`config.mk`:
```
export PLATFORM = sky130hd
export DESIGN_NAME = hrcsc_ctrl
export DESIGN_NICKNAME = d
export VERILOG_FILES = /design/src/hrcsc_pkg.sv /design/src/hrcsc_ctrl.sv
export SDC_FILE = /design/constraint.sdc
export NUM_CORES = 1
export LEC_CHECK = 0
export ABC_AREA = 1
export BUFFER_PORTS_ARGS = -buffer_cell sky130_fd_sc_hd__buf_4
export CORE_MARGIN = 10
export CORE_UTILIZATION = 39
export DETAILED_ROUTE_END_ITERATION = 12
export PLACE_DENSITY_LB_ADDON = 0.08
export SLEW_MARGIN = 20
export SYNTH_ARGS = -nofsm -noshare
export SYNTH_HDL_FRONTEND = slang
export SYNTH_SLANG_ARGS = --single-unit
```
`constraint.sdc`:
```
create_clock -name ref_clk -period 2.3 [get_ports ref_clk]
set_input_delay 0.115 -clock ref_clk [delete_from_list [all_inputs] [get_ports ref_clk]]
set_output_delay 0.115 -clock ref_clk [all_outputs]
set_load 0.03 [all_outputs]
```
`src/hrcsc_pkg.sv`:
```
// package of constants and types for the hub reset, clock and strap control block
package hrcsc_pkg;

  // ----------------------------------------------------------------
  // widths, strap encodings and alert polarity
  // ----------------------------------------------------------------
  localparam int unsigned  LANES          = 16;
  localparam int unsigned  LANE_W         = 4;
  localparam logic         CONC_ONE_ONLY  = 1'b0;  // one of video or pcie active
  localparam logic         CONC_BOTH      = 1'b1;  // both share the pcie port
  localparam logic         SLR_REVERSED   = 1'b0;  // lanes numbered backwards
  localparam logic         SLR_NORMAL     = 1'b1;  // lanes numbered forwards
  localparam logic         THERM_ACTIVE   = 1'b0;  // alert input is active low

  // ----------------------------------------------------------------
  // clock and power-up timing figures
  // ----------------------------------------------------------------
  localparam int unsigned  SERIAL_REF_MHZ = 100;
  localparam int unsigned  PWR_STABLE_US  = 10;    // platform hold before power good

  // ----------------------------------------------------------------
  // reset values
  // ----------------------------------------------------------------
  localparam logic [1:0]   SYNC_RST       = 2'h0;
  localparam logic [1:0]   THERM_SYNC_RST = 2'h3;  // idle level of the alert

  // ----------------------------------------------------------------
  // types
  // ----------------------------------------------------------------
  typedef enum logic [1:0] {
    HRCSC_RESET   = 2'b00,
    HRCSC_PWRWAIT = 2'b01,
    HRCSC_RUN     = 2'b11,
    HRCSC_CHAIN   = 2'b10
  } hrcsc_state_t;

  typedef struct packed {
    logic concurrent;     // video and pcie run together
    logic lane_reversed;  // pcie lanes numbered backwards
  } hrcsc_strap_t;

  typedef struct packed {
    logic thermal_active; // alert level, synchronised
    logic thermal_event;  // one-cycle pulse on alert onset
  } hrcsc_therm_t;

endpackage

```
`src/hrcsc_ctrl.sv`:
```
// hub reset, clock, strap, thermal alert and chain test control
`timescale 1ns/1ps

// Operation
// - Asserting the reset input clears all internal state at once, without a clock edge.
// - While reset is asserted every pcie attach output is released to high impedance.
// - Concurrent select low means video or pcie alone, high means both share the port.
// - Lane reversal select low numbers the pcie lanes backwards, high numbers them normally.
// - Onset of the thermal alert starts the thermal management response.
// - All pcie clocks come from the 100 MHz differential serial reference input.
// - Host domain logic runs on the differential host clock, and memory clocks derive from it.
// - The tester drives the high-impedance test pin to start the chain, which then carries out the result.
module hrcsc_ctrl
  import hrcsc_pkg::*;
(
  input  wire logic                    ref_clk,
  input  wire logic                    srst,
  input  wire logic                    async_reset_in_n,
  input  wire logic                    core_power_good,
  input  wire logic                    thermal_alert_in_n,
  input  wire logic                    concurrent_video_select,
  input  wire logic                    lane_reversal_select,
  input  wire logic                    host_clock_pos,
  input  wire logic                    host_clock_neg,
  input  wire logic                    serial_ref_clock_pos,
  input  wire logic                    serial_ref_clock_neg,
  input  wire logic                    chain_test_pin_in,
  output logic                         chain_test_pin_out,
  output logic                         chain_test_pin_oe_n,
  input  wire logic                    hiz_test_pin_in,
  output logic                         hiz_test_pin_out,
  output logic                         hiz_test_pin_oe_n,
  output logic                         host_domain_clk,
  output logic                         mem_domain_clk,
  output logic                         pcie_ref_clk,
  output logic                         pcie_out_oe_n,
  output logic                         core_ready,
  output hrcsc_strap_t                 strap,
  output logic [LANES-1:0][LANE_W-1:0] lane_map,
  output hrcsc_therm_t                 therm
);

  // ----------------------------------------------------------------
  // reset and clock receivers
  // ----------------------------------------------------------------
  logic any_rst;
  assign any_rst = srst | ~async_reset_in_n;

  // differential receivers: a pair reads high when pos is above neg
  assign host_domain_clk = host_clock_pos & ~host_clock_neg;
  assign mem_domain_clk  = host_clock_pos & ~host_clock_neg;
  assign pcie_ref_clk    = serial_ref_clock_pos & ~serial_ref_clock_neg;

  // ----------------------------------------------------------------
  // state
  // ----------------------------------------------------------------
  hrcsc_state_t state_reg, state_next;
  logic [1:0]   pg_sync_reg, pg_sync_next;
  logic [1:0]   th_sync_reg, th_sync_next;
  logic         th_prev_reg, th_prev_next;
  logic         strap_open_reg, strap_open_next;
  hrcsc_strap_t strap_reg, strap_next;
  hrcsc_therm_t therm_reg, therm_next;
  logic         chain_reg, chain_next;
  logic         pcie_on_reg, pcie_on_next;

  // next-state logic for sequencing, straps, thermal alert and chain
  always_comb begin
    state_next      = state_reg;
    pg_sync_next    = {pg_sync_reg[0], core_power_good};
    th_sync_next    = {th_sync_reg[0], thermal_alert_in_n};
    th_prev_next    = th_sync_reg[1];
    strap_open_next = 1'b0;
    strap_next      = strap_reg;
    therm_next      = therm_reg;
    chain_next      = chain_reg;
    pcie_on_next    = pcie_on_reg;
    // straps follow the pins while srst holds and at the first edge after the reset input releases, then freeze
    if (srst || strap_open_reg) begin
      strap_next.concurrent    = (concurrent_video_select == CONC_BOTH);
      strap_next.lane_reversed = (lane_reversal_select == SLR_REVERSED);
    end
    // alert onset gives one pulse, the level stays while active
    therm_next.thermal_active = (th_sync_reg[1] == THERM_ACTIVE);
    therm_next.thermal_event  = (th_sync_reg[1] == THERM_ACTIVE) &&
                                (th_prev_reg != THERM_ACTIVE);
    // chain result is the parity of the strap, alert, power good and chain test pin inputs
    chain_next = ^{concurrent_video_select, lane_reversal_select, thermal_alert_in_n,
                   core_power_good, chain_test_pin_in};
    case (state_reg)
      HRCSC_RESET: begin
        pcie_on_next = 1'b0;
        state_next   = HRCSC_PWRWAIT;
      end
      HRCSC_PWRWAIT: begin
        // power good already implies the supply has settled
        if (pg_sync_reg[1]) begin
          state_next   = HRCSC_RUN;
          pcie_on_next = 1'b1;
        end
      end
      HRCSC_RUN: begin
        if (!pg_sync_reg[1]) begin
          state_next   = HRCSC_PWRWAIT;
          pcie_on_next = 1'b0;
        end else if (hiz_test_pin_in) begin
          // tester drives the pin to start the chain test
          state_next   = HRCSC_CHAIN;
          pcie_on_next = 1'b0;
        end
      end
      HRCSC_CHAIN: begin
        state_next   = HRCSC_CHAIN;  // left only by reset
        pcie_on_next = 1'b0;
      end
      default: begin
        state_next   = HRCSC_RESET;
        pcie_on_next = 1'b0;
      end
    endcase
  end

  // registers: async reset input clears to constants, srst likewise except the straps, which keep tracking the pins
  always_ff @(posedge ref_clk or negedge async_reset_in_n) begin
    if (!async_reset_in_n) begin
      state_reg      <= HRCSC_RESET;
      pg_sync_reg    <= SYNC_RST;
      th_sync_reg    <= THERM_SYNC_RST;
      th_prev_reg    <= 1'b1;
      strap_open_reg <= 1'b1;
      strap_reg      <= '0;
      therm_reg      <= '0;
      chain_reg      <= 1'b0;
      pcie_on_reg    <= 1'b0;
    end else if (srst) begin
      state_reg      <= HRCSC_RESET;
      pg_sync_reg    <= SYNC_RST;
      th_sync_reg    <= THERM_SYNC_RST;
      th_prev_reg    <= 1'b1;
      strap_open_reg <= 1'b0;        // straps already sampled here, frozen on release
      strap_reg      <= strap_next;  // straps track pins during reset
      therm_reg      <= '0;
      chain_reg      <= 1'b0;
      pcie_on_reg    <= 1'b0;
    end else begin
      state_reg      <= state_next;
      pg_sync_reg    <= pg_sync_next;
      th_sync_reg    <= th_sync_next;
      th_prev_reg    <= th_prev_next;
      strap_open_reg <= strap_open_next;
      strap_reg      <= strap_next;
      therm_reg      <= therm_next;
      chain_reg      <= chain_next;
      pcie_on_reg    <= pcie_on_next;
    end
  end

  // ----------------------------------------------------------------
  // outputs
  // ----------------------------------------------------------------
  assign core_ready          = pcie_on_reg;
  assign strap               = strap_reg;
  assign therm               = therm_reg;
  assign pcie_out_oe_n       = any_rst | ~pcie_on_reg;
  assign chain_test_pin_out  = 1'b0;
  assign chain_test_pin_oe_n = 1'b1;  // chain pin is only an input
  assign hiz_test_pin_out    = chain_reg;
  assign hiz_test_pin_oe_n   = any_rst | (state_reg != HRCSC_CHAIN);

  // lane numbering, one entry per physical lane
  genvar gi;
  generate
    for (gi = 0; gi < LANES; gi++) begin : g_lane
      assign lane_map[gi] = strap_reg.lane_reversed ?
                            LANE_W'(LANES - 1 - gi) : LANE_W'(gi);
    end
  endgenerate

  // ----------------------------------------------------------------
  // checks
  // ----------------------------------------------------------------
  tri_in_reset_a: assert property (@(posedge ref_clk) any_rst |-> pcie_out_oe_n)
    else $error("pcie outputs driven during reset");
  state_cleared_a: assert property (@(posedge ref_clk) disable iff (srst)
      $rose(async_reset_in_n) |-> state_reg == HRCSC_RESET)
    else $error("state not cleared by reset input");
  ready_after_pg_a: assert property (@(posedge ref_clk) disable iff (any_rst)
      (state_reg == HRCSC_PWRWAIT && pg_sync_reg[1]) |=> core_ready)
    else $error("power good did not release the core");
  no_ready_wo_pg_a: assert property (@(posedge ref_clk) disable iff (any_rst)
      core_ready |-> $past(pg_sync_reg[1]))
    else $error("ready without power good");
  conc_decode_a: assert property (@(posedge ref_clk)
      srst |=> strap.concurrent == $past(concurrent_video_select))
    else $error("concurrent select decoded wrong");
  lane_decode_a: assert property (@(posedge ref_clk)
      srst |=> strap.lane_reversed == !$past(lane_reversal_select))
    else $error("lane reversal decoded wrong");
  lane_map_a: assert property (@(posedge ref_clk) disable iff (srst)
      lane_map[0] == (strap.lane_reversed ? 4'hf : 4'h0))
    else $error("lane zero mapped wrong");
  strap_hold_a: assert property (@(posedge ref_clk) disable iff (any_rst)
      !strap_open_reg |=> $stable(strap))
    else $error("strap changed outside reset");
  therm_pulse_a: assert property (@(posedge ref_clk) disable iff (any_rst)
      $fell(thermal_alert_in_n) ##0 th_prev_reg |-> ##3 therm.thermal_event)
    else $error("thermal alert onset missed");
  therm_once_a: assert property (@(posedge ref_clk) disable iff (any_rst)
      therm.thermal_event |=> !therm.thermal_event)
    else $error("thermal event longer than one cycle");
  chain_drive_a: assert property (@(posedge ref_clk) disable iff (any_rst)
      (state_reg == HRCSC_RUN && pg_sync_reg[1] && hiz_test_pin_in) |=> !hiz_test_pin_oe_n)
    else $error("chain result not driven");
  host_clk_a: assert property (@(posedge ref_clk)
      mem_domain_clk == host_domain_clk)
    else $error("memory clock not from host clock");

endmodule

```
### Word level (Yosys, flattened, before mapping)

Cells that the tools add are included.
W data, S select, Z words.

* reduce and logical (&&, ||, !) cells: 6
* bitwise logic cells: 11
* mux-type cells: 31
* equality and inequality tests: 6

Operators by type and width (count)
* $mux W4: 16
* $mux W2: 7
* $pmux W2 S4: 1
* $mux W1: 6
* $not A1 Y1: 6
* $reduce_xor A5 Y1: 1
* $eq A2 B2 Y1 const B: 2
* $ne A4 B4 Y1 const B: 1
* $ne A3 B3 Y1 const B: 1
* $or A1 B1 Y1: 3
* $pmux W1 S3: 1
* $and A1 B1 Y1: 2
* $eq A2 B1 Y1 const B: 1
* $logic_not A2 Y1: 1
* $ne A2 B2 Y1 const B: 1
* $reduce_and A2 Y1: 1
* $reduce_or A2 Y1: 1
* $logic_and A1 B1 Y1: 1
* $logic_or A1 B1 Y1: 1

* word-level logic and storage cells: 65
* flip-flop bits (word level): 14
* input port bits: 13
* output and inout port bits: 77

### Logic depth before layout (Yosys ltp)

Gate-level depths: netlist of run 1.

* depth in word-level cells: 4
* depth in mapped cells: 7
* mapped depth without buffers: 7

### Least setup slack after synthesis of run 1

OpenSTA, ideal clock, no wires.

* kind: reg2out
* start point: register strap_reg, in the netlist strap[0]
* end point: output port lane_map[12] (netlist bit)
* arrival: 2.047 ns
* setup slack: 0.138 ns
* cell stages (with the launch flop): 3
* buffers on the path: 1
* cells stage by stage: dfrtp_1 inv_1 buf_4

RTL lines
* from (decl): RTL line hrcsc_ctrl.sv:62 `hrcsc_strap_t strap_reg, strap_next;`
* from (signal assigned): RTL line hrcsc_ctrl.sv:141 `strap_reg <= strap_next;`
* from (signal assigned): RTL line hrcsc_ctrl.sv:151 `strap_reg <= strap_next;`
* to (decl): RTL line hrcsc_ctrl.sv:39 `output logic [LANES-1:0][LANE_W-1:0] lane_map,`

==> run metrics, run 1 <==
fin area=1360 µm²; sequential fraction of the synthesis area=0.322; Starting Density=0.403; Max Slew Vio Count=0; quantity of hold-fixing buffers added after cts=1; H-tree depth=1; Initial DRC Count=19; Max IR drop VDD=0.464 mV; clock skew=1.79 ps; Syn Inst Count=140; syn avg cell area=7.87 µm²; Fin. Hold Viols=0; post-route ant nets=0; mapped cell area=1100 µm²; vias in the first global route=777; first-pass GRT wire length=3.75 mm; largest family of logic cells by synthesized area=buffers and inverters; vias after detailed routing=787; layout cell share with drive strength beyond 1=0.589; Yosys top cell area share=0.449; Max Cap Viol=0; worst skew pair latency=270 ps; routability congestion estimate=0.731; Die H=73.2 µm; RSZ-0062 raised after global routing=false; # placed instances=194; DR pass1 iterations=4; Synth Area in Adders=0; crit path launch=strap[0]; TritonCTS clock tree=yes; simple-gate share of the synthesized area=0.120; Setup Buffers After CTS=0; dpl ws=935 ps; yosys warns=0; worst-margin pin slew=788 ps; num rows=19; crit end category=output port; Leak=0.792 nW; Slew HR=0.474; DIE AREA=5350 µm²; port buffer count=87; initial antenna violation count=0; top cells by area, synth=buf_4, dfrtp_1, dfstp_2; CTS Buf Count=3; clock power share=0.186; CTS clk-pin slew, worst paths=80 ps; Logic pwr share=0.519; upper clock frequency limit=611 MHz; grt ovf=0; drc violations=0; largest net degree at the start of global routing=35; Hold Crit Class=input port to flip-flop; final setup fails=0; Clock Root Buffer=clkbuf_4; Post-Layout Cell Count=199; P_int=0.000511 W; Post-Synth XOR/XNOR Area=0.00795; DP HPWL=2.15 mm; Sw Share=0.435; worst r2r src=strap[0]; Ant. Diodes=0; Die X-Extent=73.2 µm; Final WS setup=664 ps; min cycle time layout=1640 ps; Crit path required time=2180 ps; hold path startpoint=thermal_alert_in_n; CTS Sinks=14; P_sw=0.000393 W; FF+latch count, synth=14; final-layout fill cell count=269; mux share of post-synthesis cell area=0; CP arrival=1520 ps; DP Area=1310 µm²; area of the core=2730 µm²; sequential share of power=0.295; compound-gate portion of the synthesized area=0.0318; Worst Path Max Fanout=32; nets@finish=182; Final period util=0.711; outcome=completed; crit path kind=flip-flop to output port; Global Route Usage Sum=0.0853; startpoint types=flip-flop; post-synth top area cell=buf_4; Avg WL per Cell=12.7 µm; clk buf depth=2; P&R area growth vs syn=23.0%; DR vias/cell=3.95; Power Density=667 nW/µm²; TNS Setup=0 ps; post-CTS sizing=0; Cell variety after synth=16; I/O pin total=90; final wirelength=2.53 mm
-- placed cells by master (no fill, tap or decap), types with 2 or more instances in the layout --
| cell | instances |
|---|---|
| dfrtp_1 | 10 |
| nor2_1 | 10 |
| o21ai_1 | 3 |
| buf_4 | 88 |
| nand3_1 | 2 |
| inv_1 | 17 |
| nand2_1 | 16 |
| o21ai_0 | 3 |
| conb_1 | 3 |
| dfstp_2 | 4 |
| nand4_1 | 2 |
| clkbuf_4 | 3 |
-- cell type report --
type,instances,area (µm²),area share
multi-input combinational,43,188,0.138
tap,31,38.8,0.0286
sequential,14,355,0.262
inverter,18,67.6,0.0498
clock buffer,4,36.3,0.0268
timing repair buffer,89,671,0.494
-- Yosys cell counts (all sizes together) --
library cell	number
conb	2
or2	1
xnor2	1
nor2	11
o21ai	6
dfstp	4
a21oi	1
nand3	2
buf	66
nand4	2
inv	18
dfrtp	10
nand2	16
-- per-stage QoR --
step | power (W) | util | hold WS, ps
after floorplan | 0.000678 | - | -181
after global routing | 0.000957 | 0.496 | 58.7
after CTS | 0.000923 | 0.496 | 48.5
after global placement | 0.000744 | 0.479 | -28.4
final | 0.000905 | 0.496 | 57.9
after detailed placement | 0.000747 | 0.479 | -28.6
-- cells by family after synthesis --
kind of cell           Yosys count
AND/OR/NAND/NOR                 32
other                            2
buffers and inverters           84
AO/OA/AOI/OAI                    7
XOR/XNOR                         1
flip-flops                      14
-- per-layer routing --
metal,up-vias,global-route usage,part of all wire
met5,-,0,0
met4,0,0.0190,0.0063
met3,2,0.0789,0.22
met2,51,0.149,0.49
met1,331,0.0679,0.29
li1,403,-,-
-- path summary, 6_finish.rpt --
check / cells after the start / slack [ps] / to
worst max register to register: 3 / 1400 / strap[0]
worst max-delay path: 2 / 660 / lane_map[39]
worst min-delay path: 3 / 60 / th_sync_reg[0]
min in group asynchronous: 2 / 210 / state_reg[0]
worst min register to register: 2 / 470 / therm[0]
max in group asynchronous: 2 / 1850 / th_sync_reg[1]
-- worst max-delay path, cell delays in order, from the launching register on --
cell and delay [ps]:
dfrtp_1 380, inv_1 580, buf_4 290
-- power by group through the flow --
stage / registers, W / logic (W) / clock network (W)
detailed placement: 0.000272 / 0.000476 / 0
CTS: 0.000267 / 0.000478 / 0.000178
global route: 0.000269 / 0.000498 / 0.000191
floorplan: 0.000292 / 0.000386 / 0
finish: 0.000267 / 0.000469 / 0.000169
global placement: 0.000271 / 0.000473 / 0
No activity file was read; power rests on OpenSTA's default activity.
==> run 2, diff against run 1 <==
==> constraint.sdc (replaced) <==
create_clock -name ref_clk -period 1.6 [get_ports ref_clk]
set_input_delay 0.08 -clock ref_clk [delete_from_list [all_inputs] [get_ports ref_clk]]
set_output_delay 0.08 -clock ref_clk [all_outputs]
set_load 0.03 [all_outputs]
==> run 2 against run 1 <==
- total power up 45%
- die area did not move
- flip-flop and latch count unchanged
- sequential power grew 45%
- register-to-register slack worse by 800 ps
- final area increased by 0.55%
- core utilization up 0.27 points
- non-clock buffer count did not move
- combinational power rose by 44%
- hold slack worse by 48 ps
- critical path type unchanged
- critical endpoint is now lane_map[9]
==> run metrics, run 2 (synthesis gave the netlist of run 1 again) <==
largest net degree at the start of global routing=35; outcome=completed; port buffer count=87; P&R area growth vs syn=23.7%; startpoint types=flip-flop; DP HPWL=2.14 mm; post-route ant nets=0; I/O pin total=90; Starting Density=0.403; fin area=1360 µm²; upper clock frequency limit=678 MHz; Crit path required time=1520 ps; nets@finish=182; DP Area=1320 µm²; footprint of the multi-input gates=188 µm²; vias in the first global route=772; Max Cap Viol=0; Fin. Hold Viols=0; commonest non-fill, non-tap cell in the layout=buf_4; final-layout fill cell count=258; Storage cell area=359 µm²; final setup fails=0; commonest cells after routing, fill and taps aside=buf_4, inv_1, nand2_1; Initial DRC Count=14; num rows=19; CTS Sinks=14; Max Slew Vio Count=0; DR vias/cell=3.92; routability congestion estimate=0.765; Die X-Extent=73.2 µm; area of the core=2730 µm²; crit path kind=flip-flop to output port; clock skew=3.65 ps; Hold Crit Class=input port to flip-flop; initial antenna violation count=0; post-CTS sizing=0; fin util=0.499; clk buf depth=2; Avg WL per Cell=12.6 µm; RSZ-0062 raised after global routing=false; Clock Root Buffer=clkbuf_4; grt ovf=0; PnR Total Power=0.00131 W; Final period util=0.922; CTS clk-pin slew, worst paths=80 ps; Global Route Usage Sum=0.0825; vias after detailed routing=780; Power Density=962 nW/µm²; CTS Buf Count=3; Die H=73.2 µm; # placed instances=194; CP arrival=1400 ps; H-tree depth=1; Worst Path Max Fanout=32; min cycle time layout=1480 ps; layout cell share with drive strength beyond 1=0.601; DR pass1 iterations=2; Max IR drop VDD=0.566 mV; Leak=0.786 nW; DIE AREA=5350 µm²; TritonCTS clock tree=yes; TNS Setup=0 ps; crit end category=output port; Post-Layout Cell Count=199; worst skew pair latency=280 ps; Ant. Diodes=0; drc violations=0; first-pass GRT wire length=3.72 mm; final wirelength=2.51 mm
## run 2: cell count changes in the layout (fill, tap and decap cells not counted), sizes merged
cell / change
inv: -1
clkinvlp: +1
## run 2: cell type report
cell class,count,share of cell area
Clock buffer,4,0.0266
Multi-Input combinational cell,43,0.138
Inverter,18,0.0523
Sequential cell,14,0.263
Tap cell,31,0.0284
Timing Repair Buffer,89,0.492
## run 2: final timing paths
kind | to | depth (start not counted) | slack, ps | start
worst max-delay path | lane_map[9] | 2 | 120 | strap[0]
worst max register to register | strap[0] | 3 | 600 | strap[0]
max in group asynchronous | strap_open_reg | 2 | 1190 | async_reset_in_n
min in group asynchronous | state_reg[0] | 2 | 170 | async_reset_in_n
worst min register to register | therm[0] | 2 | 470 | th_prev_reg
worst min-delay path | pg_sync_reg[1] | 2 | 10 | srst
## run 2: per-layer routing
layer,wire [µm],vias to the layer above,global-route usage
li1,-,400,-
met1,802,323,0.0695
met2,1150,53,0.146
met3,542,4,0.0585
met4,20,0,0.0316
met5,0,-,0
## run 2: worst max-delay path: stages (launching register included)
cell and delay (ps):
dfrtp_4 430, clkinvlp_4 360, buf_4 320
## run 2: power by group
| group | switching [W] | internal (W) | leakage [nW] | total, W |
|---|---|---|---|---|
| Clock | 0.000114 | 0.000139 | 0.0210 | 0.000253 |
| Combinational | 0.000452 | 0.000221 | 0.595 | 0.000674 |
| Sequential | 0.00000949 | 0.000376 | 0.170 | 0.000386 |
## run 2: repair_timing
| item | 4_1_cts | 5_1_grt |
|---|---|---|
| setup endpoints to repair | 0 | 0 |
| setup buffers | 0 | 0 |
| hold buffers | 1 | 0 |
| hold endpoints to repair | 14 | 0 |
## run 2: through the flow
step	hold WS, ps	setup WS [ps]
final	10.3	124
after global routing	28.1	18.4
after CTS	8.38	103
after detailed placement	-61.5	422
after global placement	-63.8	457
after floorplan	-216	28.6
==> run 3, diff against run 2 <==
--- a/config.mk
+++ b/config.mk
@@ -5,13 +5,12 @@
 export SDC_FILE = /design/constraint.sdc
 export NUM_CORES = 1
 export LEC_CHECK = 0
-export ABC_AREA = 1
+export ABC_AREA = 0
 export BUFFER_PORTS_ARGS = -buffer_cell sky130_fd_sc_hd__buf_4
 export CORE_MARGIN = 10
-export CORE_UTILIZATION = 39
+export CORE_UTILIZATION = 38
 export DETAILED_ROUTE_END_ITERATION = 12
 export PLACE_DENSITY_LB_ADDON = 0.08
-export SLEW_MARGIN = 20
 export SYNTH_ARGS = -nofsm -noshare
 export SYNTH_HDL_FRONTEND = slang
 export SYNTH_SLANG_ARGS = --single-unit
==> run 3 against run 2 <==
- wire length decreased by 3.6%
- first-iteration DRC count decreased by 86%
- synthesized cell count decreased by 19%
- highest routed layer unchanged
- sequential share of layout area increased by 0.39 points
- critical path depth unchanged
- clock power decreased by 3%
- maximum frequency increased by 2.8%
- area after synthesis decreased by 3.9%
- core utilization decreased by 0.30 points
==> run metrics, run 3 <==
Final period util=0.897; CTS Buf Count=3; DR vias/cell=4.02; H-tree depth=1; outcome=completed; Leak=0.720 nW; hold path startpoint=concurrent_video_select; drc violations=0; post-synth top area cell=buf_4; Max Slew Vio Count=0; final wirelength=2.42 mm; DIE AREA=5300 µm²; CTS Sinks=14; Ant. Diodes=0; Worst Path Max Fanout=19; RSZ-0062 raised after global routing=false; Sw Share=0.429; commonest non-fill, non-tap cell in the layout=buf_4; largest net degree at the start of global routing=20; Avg WL per Cell=13.9 µm; syn avg cell area=9.38 µm²; Max IR drop VDD=0.491 mV; synth cell count leaders=buf_4, dfrtp_1, nand2_1, dfstp_2, nor2b_1; TNS Setup=0 ps; most frequent cell after synthesis=buf_4; worst r2r src=strap[0]; dpl ws=97.3 ps; Initial DRC Count=2; startpoint types=flip-flop; Post-synth EDFFs=0; crit path launch=strap[0]; area of the core=2710 µm²; FF+latch count, synth=14; DR pass1 iterations=4; Syn Inst Count=113; Clock Root Buffer=clkbuf_4; top cells by area, synth=buf_4, dfrtp_1, dfstp_2; nets@finish=157; sequential fraction of the synthesis area=0.335; grt ovf=0; Logic pwr share=0.511; I/O pin total=90; ys async rst share=1.00; Starting Density=0.391; reg2reg path depth=3; Hold Crit Class=input port to flip-flop; sequential share of power=0.302; worst hold slack=36.1 ps; first-pass GRT wire length=3.72 mm; P_sw=0.000563 W; Post-Layout Cell Count=174; PnR Total Power=0.00131 W; port buffer count=87; upper clock frequency limit=696 MHz; Max Cap Viol=0; clk buf depth=2; routability congestion estimate=0.589; commonest cells after routing, fill and taps aside=buf_4, dfrtp_1, nand2_1; post-route ant nets=0; mapped cell area=1060 µm²; clock skew=1.48 ps; crit end category=output port; Power Density=976 nW/µm²; clock power share=0.187; num rows=19; vias in the first global route=750; Crit path required time=1520 ps; CTS clk-pin slew, worst paths=80 ps; Fin. Hold Viols=0; final setup fails=0; yosys warns=0; # placed instances=165; crit path kind=flip-flop to output port; Post-synth top flop=dfrtp_1; CP arrival=1360 ps; DP HPWL=2.01 mm; P&R area growth vs syn=26.8%; P_int=0.000749 W; Hold Crit Depth=2; Die H=72.8 µm; Global Route Usage Sum=0.0857; worst skew pair latency=270 ps; Die X-Extent=72.8 µm; TritonCTS clock tree=yes; vias after detailed routing=699; Final WS setup=164 ps; layout cell share with drive strength beyond 1=0.713; initial antenna violation count=0; Cell variety after synth=23; min cycle time layout=1440 ps; Yosys top cell area share=0.468
run 3: layer usage:
metal,vias to the layer above,share of wire,global-route usage
met5,-,0,0
met4,0,0.0033,0.0253
met3,2,0.19,0.0639
met2,51,0.48,0.146
met1,311,0.32,0.0780
li1,335,-,-
run 3: final timing paths:
check / to / slack [ps]
setup / recovery: lane_map[20] / 160
hold / removal: strap[1] / 40
hold reg to reg: pg_sync_reg[1] / 470
setup reg to reg: strap[0] / 550
max in group asynchronous: strap_open_reg / 1160
min in group asynchronous: therm[0] / 200
run 3: per-stage QoR:
stage | instance area (µm²) | util
2_1_floorplan | 1070 | -
3_3_place_gp | 1260 | 0.466
3_5_place_dp | 1260 | 0.466
4_1_cts | 1340 | 0.496
5_1_grt | 1340 | 0.496
6_report | 1340 | 0.496
run 3: layout make-up:
class / count / area [µm²]
Fill cell: 268 / 1370
Clock buffer: 4 / 36.3
Tap cell: 31 / 38.8
Timing Repair Buffer: 91 / 691
Timing Repair inverter: 1 / 7.51
Sequential cell: 14 / 359
Multi-Input combinational cell: 31 / 200
Inverter: 2 / 11.3
run 3: cells by family (layout without fill, tap and decap cells):
family	count (synthesis)	count (layout)	synth area share
DFF	14	14	0.335
xor gates and xnor gates	3	3	0.0378
muxes	2	2	0.0201
buffers and inverters	69	98	0.479
other	2	3	0.00709
AOI/OAI and AO/OA	3	3	0.0153
and+or+nand+nor	20	20	0.105
run 3: timing repair:
| item | in CTS | in global routing |
|---|---|---|
| setup buffers | 1 | 0 |
| endpoints found under the setup margin | 32 | 0 |
| hold endpoints to repair | 16 | 0 |
| gates resized for setup | 1 | 0 |
| hold buffers | 3 | 0 |
run 3: critical path, cell delays in order, from the launching register on:
cell and delay [ps]:
dfrtp_4 560, clkinvlp_4 270, buf_4 240
run 3: power groups by stage:
stage / clock network (W) / logic, W / registers, W
2_1_floorplan: 0 / 0.000552 / 0.000426
3_3_place_gp: 0 / 0.000659 / 0.000408
3_5_place_dp: 0 / 0.000661 / 0.000411
4_1_cts: 0.000263 / 0.000681 / 0.000397
5_1_grt: 0.000280 / 0.000707 / 0.000401
6_report: 0.000245 / 0.000670 / 0.000397
